`src/include/spf_pkg.sv`:
```
// Package for the shared pad function select block
package spf_pkg;

  // **************************************************************
  // Register bus geometry
  // **************************************************************
  localparam int unsigned SPF_ADDR_W = 8;
  localparam int unsigned SPF_DATA_W = 32;
  localparam int unsigned SPF_PADS = 5;

  // **************************************************************
  // Register byte offsets
  // **************************************************************
  localparam logic [7:0] SPF_OFS_FUNC_EN = 8'h00;
  localparam logic [7:0] SPF_OFS_PORT_DATA = 8'h04;
  localparam logic [7:0] SPF_OFS_PORT_DIR = 8'h08;
  localparam logic [7:0] SPF_OFS_PAD_LEVEL = 8'h0c;
  localparam logic [7:0] SPF_OFS_PORT_OWN = 8'h10;

  // **************************************************************
  // Pad index within the five-pad group
  // **************************************************************
  localparam int unsigned SPF_PAD_B16 = 0;
  localparam int unsigned SPF_PAD_B17 = 1;
  localparam int unsigned SPF_PAD_B20 = 2;
  localparam int unsigned SPF_PAD_B21 = 3;
  localparam int unsigned SPF_PAD_B22 = 4;

  // **************************************************************
  // Function enable field positions and width
  // **************************************************************
  localparam int unsigned SPF_FE_PG5 = 0;
  localparam int unsigned SPF_FE_CAN_RX = 1;
  localparam int unsigned SPF_FE_IRQ6 = 2;
  localparam int unsigned SPF_FE_PG6 = 3;
  localparam int unsigned SPF_FE_CAN_TX = 4;
  localparam int unsigned SPF_FE_ADC1 = 5;
  localparam int unsigned SPF_FE_CAP2 = 6;
  localparam int unsigned SPF_FE_ADC2 = 7;
  localparam int unsigned SPF_FE_CAP3 = 8;
  localparam int unsigned SPF_FE_PWIDTH = 9;
  localparam int unsigned SPF_FE_W = 10;

  // **************************************************************
  // Values after reset
  // **************************************************************
  localparam logic [9:0] SPF_RST_FUNC_EN = 10'h000;
  localparam logic [4:0] SPF_RST_PORT_DATA = 5'h00;
  localparam logic [4:0] SPF_RST_PORT_DIR = 5'h00;
  // Idle level of the CAN receive input when the pad is not selected
  localparam logic SPF_CAN_RX_IDLE = 1'b1;

  // **************************************************************
  // Carrier types
  // **************************************************************
  // Pulse generator and CAN transmit levels heading for the pads
  typedef struct packed {
    logic pulse_gen_out_5;
    logic pulse_gen_out_6;
    logic can_transmit_line;
  } spf_periph_out_t;

  // Pad levels handed to the on-chip peripherals
  typedef struct packed {
    logic can_receive_line;
    logic ext_irq_line_6;
    logic adc1_ext_trigger;
    logic capture_trigger_2;
    logic adc2_ext_trigger;
    logic capture_trigger_3;
    logic pulse_width_meas_in;
  } spf_periph_in_t;

  // Level and enable of each pad
  typedef struct packed {
    logic [4:0] level;
    logic [4:0] oe;
  } spf_pad_drive_t;

endpackage

```
`src/spf_pin_select.sv`:
```
// Pin sharing logic for five pads shared by peripherals and port bits
//
// Operation
// Pulse gen 5 drives pad when enabled
// Port bit sixteen only when both disabled
// CAN receive fed from pad when enabled
// Software keeps port off during CAN receive
// Interrupt 6 sampled when enabled; port off (the logic leaves pad 16 to the port; software must turn the port off)
// Pulse gen 6 drives pad when enabled
// CAN transmit drives pad when enabled
// Port bit seventeen only when both disabled
// ADC1 trigger from pad when pin selected
// Capture 2 trigger from same pad
// Port bit twenty when either setting off
// ADC2 trigger from pad when pin selected
// Capture 3 trigger from same pad
// Port bit twenty-one when either setting off
// Pulse width input from pad when enabled
// Port bit twenty-two when counter disabled
// Software keeps port off on trigger pads
// All input functions see pad in parallel
//
// The register addresses and the strobed register port were chosen for this implementation.
`timescale 1ns/100ps

module spf_pin_select
  import spf_pkg::*;
#(
  parameter int unsigned ADDR_W = spf_pkg::SPF_ADDR_W,
  parameter int unsigned DATA_W = spf_pkg::SPF_DATA_W
) (
  input wire logic clock,
  input wire logic reset_n,
  input wire logic clk_en,
  input wire logic [ADDR_W-1:0] reg_addr,
  input wire logic [DATA_W-1:0] reg_wdata,
  input wire logic reg_write,
  input wire logic reg_read,
  output logic [DATA_W-1:0] reg_rdata,
  input wire spf_pkg::spf_periph_out_t periph_out,
  output spf_pkg::spf_periph_in_t periph_in,
  input wire logic [spf_pkg::SPF_PADS-1:0] pad_in,
  output logic [spf_pkg::SPF_PADS-1:0] pad_out,
  output logic [spf_pkg::SPF_PADS-1:0] pad_oe
);
  import spf_pkg::*;

  // **************************************************************
  // Registers
  // **************************************************************
  logic [SPF_FE_W-1:0] func_en;
  logic [SPF_PADS-1:0] port_data;
  logic [SPF_PADS-1:0] port_dir;
  logic [SPF_PADS-1:0] port_own;
  spf_pad_drive_t next_drive;
  spf_periph_in_t next_periph_in;
  logic [DATA_W-1:0] next_rdata;

  // Zero-extend a pad-wide field into a bus word
  function automatic logic [DATA_W-1:0] pad_word(
    input logic [SPF_PADS-1:0] v
  );
    pad_word = {{(DATA_W-SPF_PADS){1'b0}}, v};
  endfunction

  // Match the bus address against a byte offset
  function automatic logic hit(
    input logic [ADDR_W-1:0] a,
    input logic [7:0] ofs
  );
    hit = (a == ADDR_W'(ofs));
  endfunction

  // **************************************************************
  // Ownership of each pad output driver
  // **************************************************************
  // Port bit loses pad 16 to pulse gen 5 or CAN receive, pad 17 to either output, pad 22 to pulse width, pads 20 and 21 only when both triggers are on
  always_comb begin
    port_own = '0;
    port_own[SPF_PAD_B16] = !func_en[SPF_FE_PG5] &&
                            !func_en[SPF_FE_CAN_RX];
    port_own[SPF_PAD_B17] = !func_en[SPF_FE_PG6] &&
                            !func_en[SPF_FE_CAN_TX];
    // Either trigger setting off is enough to free this pad
    port_own[SPF_PAD_B20] = !func_en[SPF_FE_ADC1] ||
                            !func_en[SPF_FE_CAP2];
    port_own[SPF_PAD_B21] = !func_en[SPF_FE_ADC2] ||
                            !func_en[SPF_FE_CAP3];
    port_own[SPF_PAD_B22] = !func_en[SPF_FE_PWIDTH];
  end

  // **************************************************************
  // Pad output selection
  // **************************************************************
  // Pulse generator wins pad 17 if software enables both outputs
  always_comb begin
    next_drive.level = '0;
    next_drive.oe = '0;
    // Pad 16: pulse generator 5 or port
    if (func_en[SPF_FE_PG5]) begin
      next_drive.level[SPF_PAD_B16] = periph_out.pulse_gen_out_5;
      next_drive.oe[SPF_PAD_B16] = 1'b1;
    end else if (port_own[SPF_PAD_B16]) begin
      next_drive.level[SPF_PAD_B16] = port_data[SPF_PAD_B16];
      next_drive.oe[SPF_PAD_B16] = port_dir[SPF_PAD_B16];
    end
    // Pad 17: pulse generator 6, CAN transmit, or port
    if (func_en[SPF_FE_PG6]) begin
      next_drive.level[SPF_PAD_B17] = periph_out.pulse_gen_out_6;
      next_drive.oe[SPF_PAD_B17] = 1'b1;
    end else if (func_en[SPF_FE_CAN_TX]) begin
      next_drive.level[SPF_PAD_B17] =
        periph_out.can_transmit_line;
      next_drive.oe[SPF_PAD_B17] = 1'b1;
    end else begin
      next_drive.level[SPF_PAD_B17] = port_data[SPF_PAD_B17];
      next_drive.oe[SPF_PAD_B17] = port_dir[SPF_PAD_B17];
    end
    // Pads 20 to 22 carry inputs only, so the port is the sole driver
    if (port_own[SPF_PAD_B20]) begin
      next_drive.level[SPF_PAD_B20] = port_data[SPF_PAD_B20];
      next_drive.oe[SPF_PAD_B20] = port_dir[SPF_PAD_B20];
    end
    if (port_own[SPF_PAD_B21]) begin
      next_drive.level[SPF_PAD_B21] = port_data[SPF_PAD_B21];
      next_drive.oe[SPF_PAD_B21] = port_dir[SPF_PAD_B21];
    end
    if (port_own[SPF_PAD_B22]) begin
      next_drive.level[SPF_PAD_B22] = port_data[SPF_PAD_B22];
      next_drive.oe[SPF_PAD_B22] = port_dir[SPF_PAD_B22];
    end
  end

  // Pad outputs from flip-flops so glitches never reach the board
  always_ff @(posedge clock or negedge reset_n) begin
    if (!reset_n) begin
      pad_out <= '0;
      pad_oe <= '0;
    end else if (clk_en) begin
      pad_out <= next_drive.level;
      pad_oe <= next_drive.oe;
    end
  end

  // **************************************************************
  // Pad inputs toward the peripherals
  // **************************************************************
  // Every input taps the pad itself, whoever drives it; software must
  // keep the port driver off on input pads unless it means to drive
  always_comb begin
    next_periph_in.can_receive_line = func_en[SPF_FE_CAN_RX] ?
      pad_in[SPF_PAD_B16] : SPF_CAN_RX_IDLE;
    next_periph_in.ext_irq_line_6 = func_en[SPF_FE_IRQ6] &&
      pad_in[SPF_PAD_B16];
    next_periph_in.adc1_ext_trigger = func_en[SPF_FE_ADC1] &&
      pad_in[SPF_PAD_B20];
    next_periph_in.capture_trigger_2 = func_en[SPF_FE_CAP2] &&
      pad_in[SPF_PAD_B20];
    next_periph_in.adc2_ext_trigger = func_en[SPF_FE_ADC2] &&
      pad_in[SPF_PAD_B21];
    next_periph_in.capture_trigger_3 = func_en[SPF_FE_CAP3] &&
      pad_in[SPF_PAD_B21];
    next_periph_in.pulse_width_meas_in = func_en[SPF_FE_PWIDTH] &&
      pad_in[SPF_PAD_B22];
  end

  // Registered toward the peripherals, one cycle behind the pad
  always_ff @(posedge clock or negedge reset_n) begin
    if (!reset_n) begin
      periph_in <= '0;
      periph_in.can_receive_line <= SPF_CAN_RX_IDLE;
    end else if (clk_en) begin
      periph_in <= next_periph_in;
    end
  end

  // **************************************************************
  // Register writes
  // **************************************************************
  // Function enables
  always_ff @(posedge clock or negedge reset_n) begin
    if (!reset_n) begin
      func_en <= SPF_RST_FUNC_EN;
    end else if (clk_en && reg_write &&
                 hit(reg_addr, SPF_OFS_FUNC_EN)) begin
      func_en <= reg_wdata[SPF_FE_W-1:0];
    end
  end

  // Port output data
  always_ff @(posedge clock or negedge reset_n) begin
    if (!reset_n) begin
      port_data <= SPF_RST_PORT_DATA;
    end else if (clk_en && reg_write &&
                 hit(reg_addr, SPF_OFS_PORT_DATA)) begin
      port_data <= reg_wdata[SPF_PADS-1:0];
    end
  end

  // Port direction, one means drive
  always_ff @(posedge clock or negedge reset_n) begin
    if (!reset_n) begin
      port_dir <= SPF_RST_PORT_DIR;
    end else if (clk_en && reg_write &&
                 hit(reg_addr, SPF_OFS_PORT_DIR)) begin
      port_dir <= reg_wdata[SPF_PADS-1:0];
    end
  end

  // **************************************************************
  // Register reads
  // **************************************************************
  // Unmapped addresses read as zero; pad level shows all pads raw
  always_comb begin
    next_rdata = '0;
    if (hit(reg_addr, SPF_OFS_FUNC_EN)) begin
      next_rdata = {{(DATA_W-SPF_FE_W){1'b0}}, func_en};
    end else if (hit(reg_addr, SPF_OFS_PORT_DATA)) begin
      next_rdata = pad_word(port_data);
    end else if (hit(reg_addr, SPF_OFS_PORT_DIR)) begin
      next_rdata = pad_word(port_dir);
    end else if (hit(reg_addr, SPF_OFS_PAD_LEVEL)) begin
      next_rdata = pad_word(pad_in);
    end else if (hit(reg_addr, SPF_OFS_PORT_OWN)) begin
      next_rdata = pad_word(port_own);
    end
  end

  // Read data stands only in the cycle after the strobe
  always_ff @(posedge clock or negedge reset_n) begin
    if (!reset_n) begin
      reg_rdata <= '0;
    end else if (clk_en) begin
      reg_rdata <= reg_read ? next_rdata : '0;
    end
  end

endmodule

```
`config.mk`:
```
export PLATFORM = sky130hd
export DESIGN_NAME = spf_pin_select
export DESIGN_NICKNAME = d
export VERILOG_FILES = /design/src/include/spf_pkg.sv /design/src/spf_pin_select.sv
export SDC_FILE = /design/constraint.sdc
export NUM_CORES = 1
export LEC_CHECK = 0
export ABC_CLOCK_PERIOD_IN_PS = 1500
export BUFFER_PORTS_ARGS = -buffer_cell sky130_fd_sc_hd__buf_2
export CORE_ASPECT_RATIO = 1.1
export CORE_MARGIN = 2
export CORE_UTILIZATION = 48
export CTS_CLUSTER_DIAMETER = 60
export CTS_CLUSTER_SIZE = 12
export DETAILED_ROUTE_END_ITERATION = 16
export PLACE_DENSITY = 0.88
export SLEW_MARGIN = 20
export SYNTH_ARGS = -nofsm -noshare
export SYNTH_HDL_FRONTEND = slang
export SYNTH_SLANG_ARGS = --single-unit
```
`constraint.sdc`:
```
create_clock -name clock -period 1.5 [get_ports clock]
set_input_delay 0.15 -clock clock [delete_from_list [all_inputs] [get_ports clock]]
set_output_delay 0.15 -clock clock [all_outputs]
set_load 0.02 [all_outputs]
```
# Word-level counts from Yosys, hierarchy flattened
# Cells that the tools add are included.
[word_totals] inputBits=53 out_inout_bits=49 wordCells=62 ff_bits=69
[classes] eq_ne=4 reduce_logical=24 muxes=21
[op_table] cell="$mux 32" n=2
[op_table] cell="$mux 5" n=4
[op_table] cell="$eq 8x4->1 const B" n=2
[op_table] cell="$mux 1" n=15
[op_table] cell="$logic_and 1x1->1" n=12
[op_table] cell="$logic_not 1->1" n=9
[op_table] cell="$eq 8x3->1 const B" n=1
[op_table] cell="$eq 8x5->1 const B" n=1
[op_table] cell="$logic_not 8->1" n=1
[op_table] cell="$logic_or 1x1->1" n=2

# Depth between registers and ports, before layout
[depth] ltp_word=8 mapped_depth=6 depth_no_buf=4

# Worst setup path before layout
# Ideal clock, no wire load.
[synth_timing] path_kind="in2reg" from="input port reg_addr[3]" to="register port_dir[0]" slack_ns=0.045 path_buffers=2 required_time_ns=1.375 path_stages=6 arrival_time_ns=1.330 setup_ns=0.125 cell_sequence="buf_4 > nor3b_2 > nand2_2 > or3_1 > buf_6 > mux2_4"
[synth_between] elab_chain_len=2
[synth_lines] element="start: declaration" line="spf_pin_select.sv:35" source="input wire logic [ADDR_W-1:0] reg_addr,"
[synth_lines] element="$eq 8x4->1" line="spf_pin_select.sv:71" source="hit = (a == ADDR_W'(ofs));"
[synth_lines] element="$logic_and 1x1->1" line="spf_pin_select.sv:204" source="end else if (clk_en && reg_write &&"
[synth_lines] element="end signal: assignment" line="spf_pin_select.sv:206" source="port_dir <= reg_wdata[SPF_PADS-1:0];"
[synth_lines] element="end: declaration" line="spf_pin_select.sv:53" source="logic [SPF_PADS-1:0] port_dir;"
# No other way between the ends.
# A chain may end at the register's enable or synchronous reset.

# Worst setup path after layout
[layout_timing] from="input port reg_addr[4]" to="register reg_rdata[2]"
[layout_between] elab_chain_len=7 elab_cells_between_ends=11 classes_between="eq/ne (4); mux (6); reduce/logical (1)"
[layout_lines] element="$eq 8x5->1" line="spf_pin_select.sv:71"
[layout_lines] element="$mux 5" line="spf_pin_select.sv:224" source="end else if (hit(reg_addr, SPF_OFS_PORT_OWN)) begin"
[layout_lines] element="$mux 5" line="spf_pin_select.sv:222" source="end else if (hit(reg_addr, SPF_OFS_PAD_LEVEL)) begin"
[layout_lines] element="$mux 5" line="spf_pin_select.sv:220" source="end else if (hit(reg_addr, SPF_OFS_PORT_DIR)) begin"
[layout_lines] element="$mux 5" line="spf_pin_select.sv:218" source="end else if (hit(reg_addr, SPF_OFS_PORT_DATA)) begin"
[layout_lines] element="$mux 32 *" line="spf_pin_select.sv:216" source="if (hit(reg_addr, SPF_OFS_FUNC_EN)) begin"
[layout_lines] element="$mux 32 *" line="spf_pin_select.sv:234" source="reg_rdata <= reg_read ? next_rdata : '0;"
[layout_lines] element="end signal: assignment" line="spf_pin_select.sv:234"
[layout_lines] element="end: declaration" line="spf_pin_select.sv:39" source="output logic [DATA_W-1:0] reg_rdata,"
# Mark *: on every way between the ends. The rest lies on a longest branch, timed or not.

==> flow_summary.toml <==
[floorplanning]
core_area_mm2 = 0.00472
io_pins = 102
initial_core_util_pct = 50.7
rows = 26
die_height_um = 78.0
dieArea_mm2 = 0.00557
die_w_um = 71.3

[pwr]
peakVddDrop_mv = 0.526
power_leakage_uw = 0.00147
power.density_mw_per_mm2 = 860

[route]
avgRoutedWirePerCell_um = 16.2
drt-total-wl_um = 5610
drt.antenna.violating_nets = 0
drt_pass1_iterations = 4
via_per_inst = 5.53
remaining_drc_errors = 0
num_vias = 1919
drt_iter0_drc = 173

[cells_and_area]
drive_gt1_share_pct = 37.8
multi_input_area_mm2 = 0.00103
fin_area_mm2 = 0.00285
syn2layout_area_growth_pct = 19.2
nets = 343
regArea_mm2 = 0.00118
fillers = 395
diodes = 0

[setup_path]
crit_required_ns = 1.69
critPathMaxStageDelay_ns = 0.30
cp_max_fo = 11
r2r_setup_slack_ns = 0.25
path_buf_inv = 3
path_delay_family = "simple AND/OR/NAND/NOR gates"
arrival_ns = 1.58
cp-end-kind = "flip-flop"
cpMostUsedCell = "buf_4"
critPathSlowestCell = "nor4_4"
crit_type = "in -> reg"
crit_chain = "buf_2 -> nor4_4 -> buf_4 -> nor3b_1 -> buf_4 -> a2bb2oi_1 -> a32o_1"
start_kind = "input pin"

[sta]
tns_ns = 0
finalHoldViolations = 0
holdWs_ns = 0.0658
finalCriticalPeriod_ns = 1.38
rsz0062_at_grt = "false"
clock_skew_ns = 0.00831
setup_violations = 0
setup_ws_ns = 0.119
drv_slew = 0
period_share_pct = 92.0
max_freq_ghz = 0.724

[place]
dpl-instance-area_mm2 = 0.00274
io_buffers = 57
place_ws_ns = -0.167
dp_hpwl_um = 4220
gp_congestion = 0.919

[yosys]
ys_warn_count = 0
synth_area_leaders = "dfrtp_1 48%, mux2_2 7.5%, buf_4 7.2%"
async_flop_share_pct = 100
yosys.area.top_type_share_pct = 48.1
ys_types = 36
synth.avg_cell_area_um2 = 11.0
synth_ff_type = "dfrtp_1"
synth_seq_cells = 47
synth_area_leader_cell = "dfrtp_1"
synth-seq-area-share_pct = 49.2
synthesis.area_mm2 = 0.00239
synth_edf_count = 0
synthCells = 218

[global_route]
grt_overflow = 0
grt_max_degree = 36
antenna_found_initial = 0
grt_pass1_wl_um = 9010
grt.total_usage_pct = 21.1
grt_pass1_vias = 1859

[clocking]
cts_buffers = 5
cts-root-buf = "clkbuf_8"
clkLatencyLatePin_ns = 0.31
cts_setup_buffers = 0
cts_tree = "yes"
htree_levels = 2
max-clock-path-buffers = 2
cts.sinks = 47
cts.reportedPaths.clkPinSlew_ns = 0.09

[min_path]
hp-class = "in -> reg"

[outcome]
status = "complete, no violations"

[flow_run]
cap_violations = 0
==> power by group <==
part / switching [µW] / total (µW) / internal, µW
combinational: 209 / 317 / 108
clock: 436 / 812 / 376
sequential: 24.7 / 1320 / 1300
total: 669 / 2450 / 1780
==> placed cells by master (no fill, tap or decap), drive strengths merged, types with 2 or more instances in the layout <==
| master | n |
|---|---|
| nand3b | 2 |
| a2bb2oi | 5 |
| inv | 13 |
| nor2 | 6 |
| nand2 | 15 |
| dfrtp | 46 |
| nor4 | 2 |
| o2bb2ai | 9 |
| nor2b | 4 |
| nand2b | 7 |
| o221ai | 4 |
| nor3 | 2 |
| nand3 | 15 |
| a21oi | 3 |
| mux2 | 21 |
| o22ai | 5 |
| nor3b | 2 |
| o21ai | 11 |
| clkbuf | 6 |
| conb | 22 |
| a32o | 5 |
| buf | 74 |
==> registers in the layout, summed over array words and instances, names as in the netlist <==
| signal | cells |
|---|---|
| pad_oe | 5 |
| pad_out | 5 |
| port_dir | 5 |
| func_en | 10 |
| periph_in | 7 |
| port_data | 5 |
| reg_rdata | 10 |
==> path summary, 6_finish.rpt <==
kind | endpoint | from | cells after the start
setup reg to reg | reg_rdata[1] | func_en[4] | 3
hold / removal | func_en[6] | reg_wdata[6] | 2
setup / recovery | reg_rdata[2] | reg_addr[4] | 7
hold reg to reg | reg_rdata[8] | reg_rdata[8] | 1
min in group asynchronous | reg_rdata[5] | reset_n | 2
max in group asynchronous | reg_rdata[1] | reset_n | 3
==> what timing repair did <==
| action | 4_1_cts | 5_1_grt |
|---|---|---|
| hold buffers | 1 | 0 |
| hold endpoints to repair | 14 | 0 |
| setup endpoints to repair | 0 | 0 |
| resized for setup | 0 | 0 |
==> layout make-up <==
type / count / share of cell area [%]
Inverter: 13 / 1.71
Clock inverter: 2 / 0.570
Clock buffer: 6 / 2.90
Sequential cell: 47 / 41.3
Timing Repair Buffer: 75 / 14.8
Multi-Input combinational cell: 148 / 36.2
Tap cell: 56 / 2.46
==> Yosys cell counts (all sizes together), types with 4 or more instances <==
cell type and count:
a2bb2oi 5, inv 13, clkbuf 6, nor2 6, nand2b 7, a32o 5, o221ai 4, nor2b 4
nand2 15, nand3 15, o21ai 11, mux2 21, o22ai 5, dfrtp 46, buf 25, o2bb2ai 9
==> kinds of logic after synthesis <==
| group | after synthesis | share of synthesized area (%) |
|---|---|---|
| multiplexers | 22 | 11.1 |
| AND/OR/NAND/NOR | 60 | 15.0 |
| buffers and inverters | 44 | 10.9 |
| other | 1 | 0.157 |
| AO/OA/AOI/OAI | 44 | 13.7 |
| flip-flops | 47 | 49.2 |
==> metrics by stage <==
stage / utilization [%] / std cells / total power [µW]
4_1_cts: 60.5 / 347 / 2460
3_3_place_gp: 58.1 / 338 / 1650
2_1_floorplan: - / 239 / 1560
5_1_grt: 60.5 / 347 / 2550
3_5_place_dp: 58.1 / 338 / 1660
6_report: 60.5 / 347 / 2450
==> layer usage <==
layer  global-route usage, %  wire [µm]  vias to the layer above
li1                        -          -                      879
met1                    26.9       2280                      941
met2                    35.5       2840                       87
met3                    3.59        395                       12
met4                    8.49         96                        0
met5                       0          0                        -
Note: power is estimated with default switching activity, not from simulation.
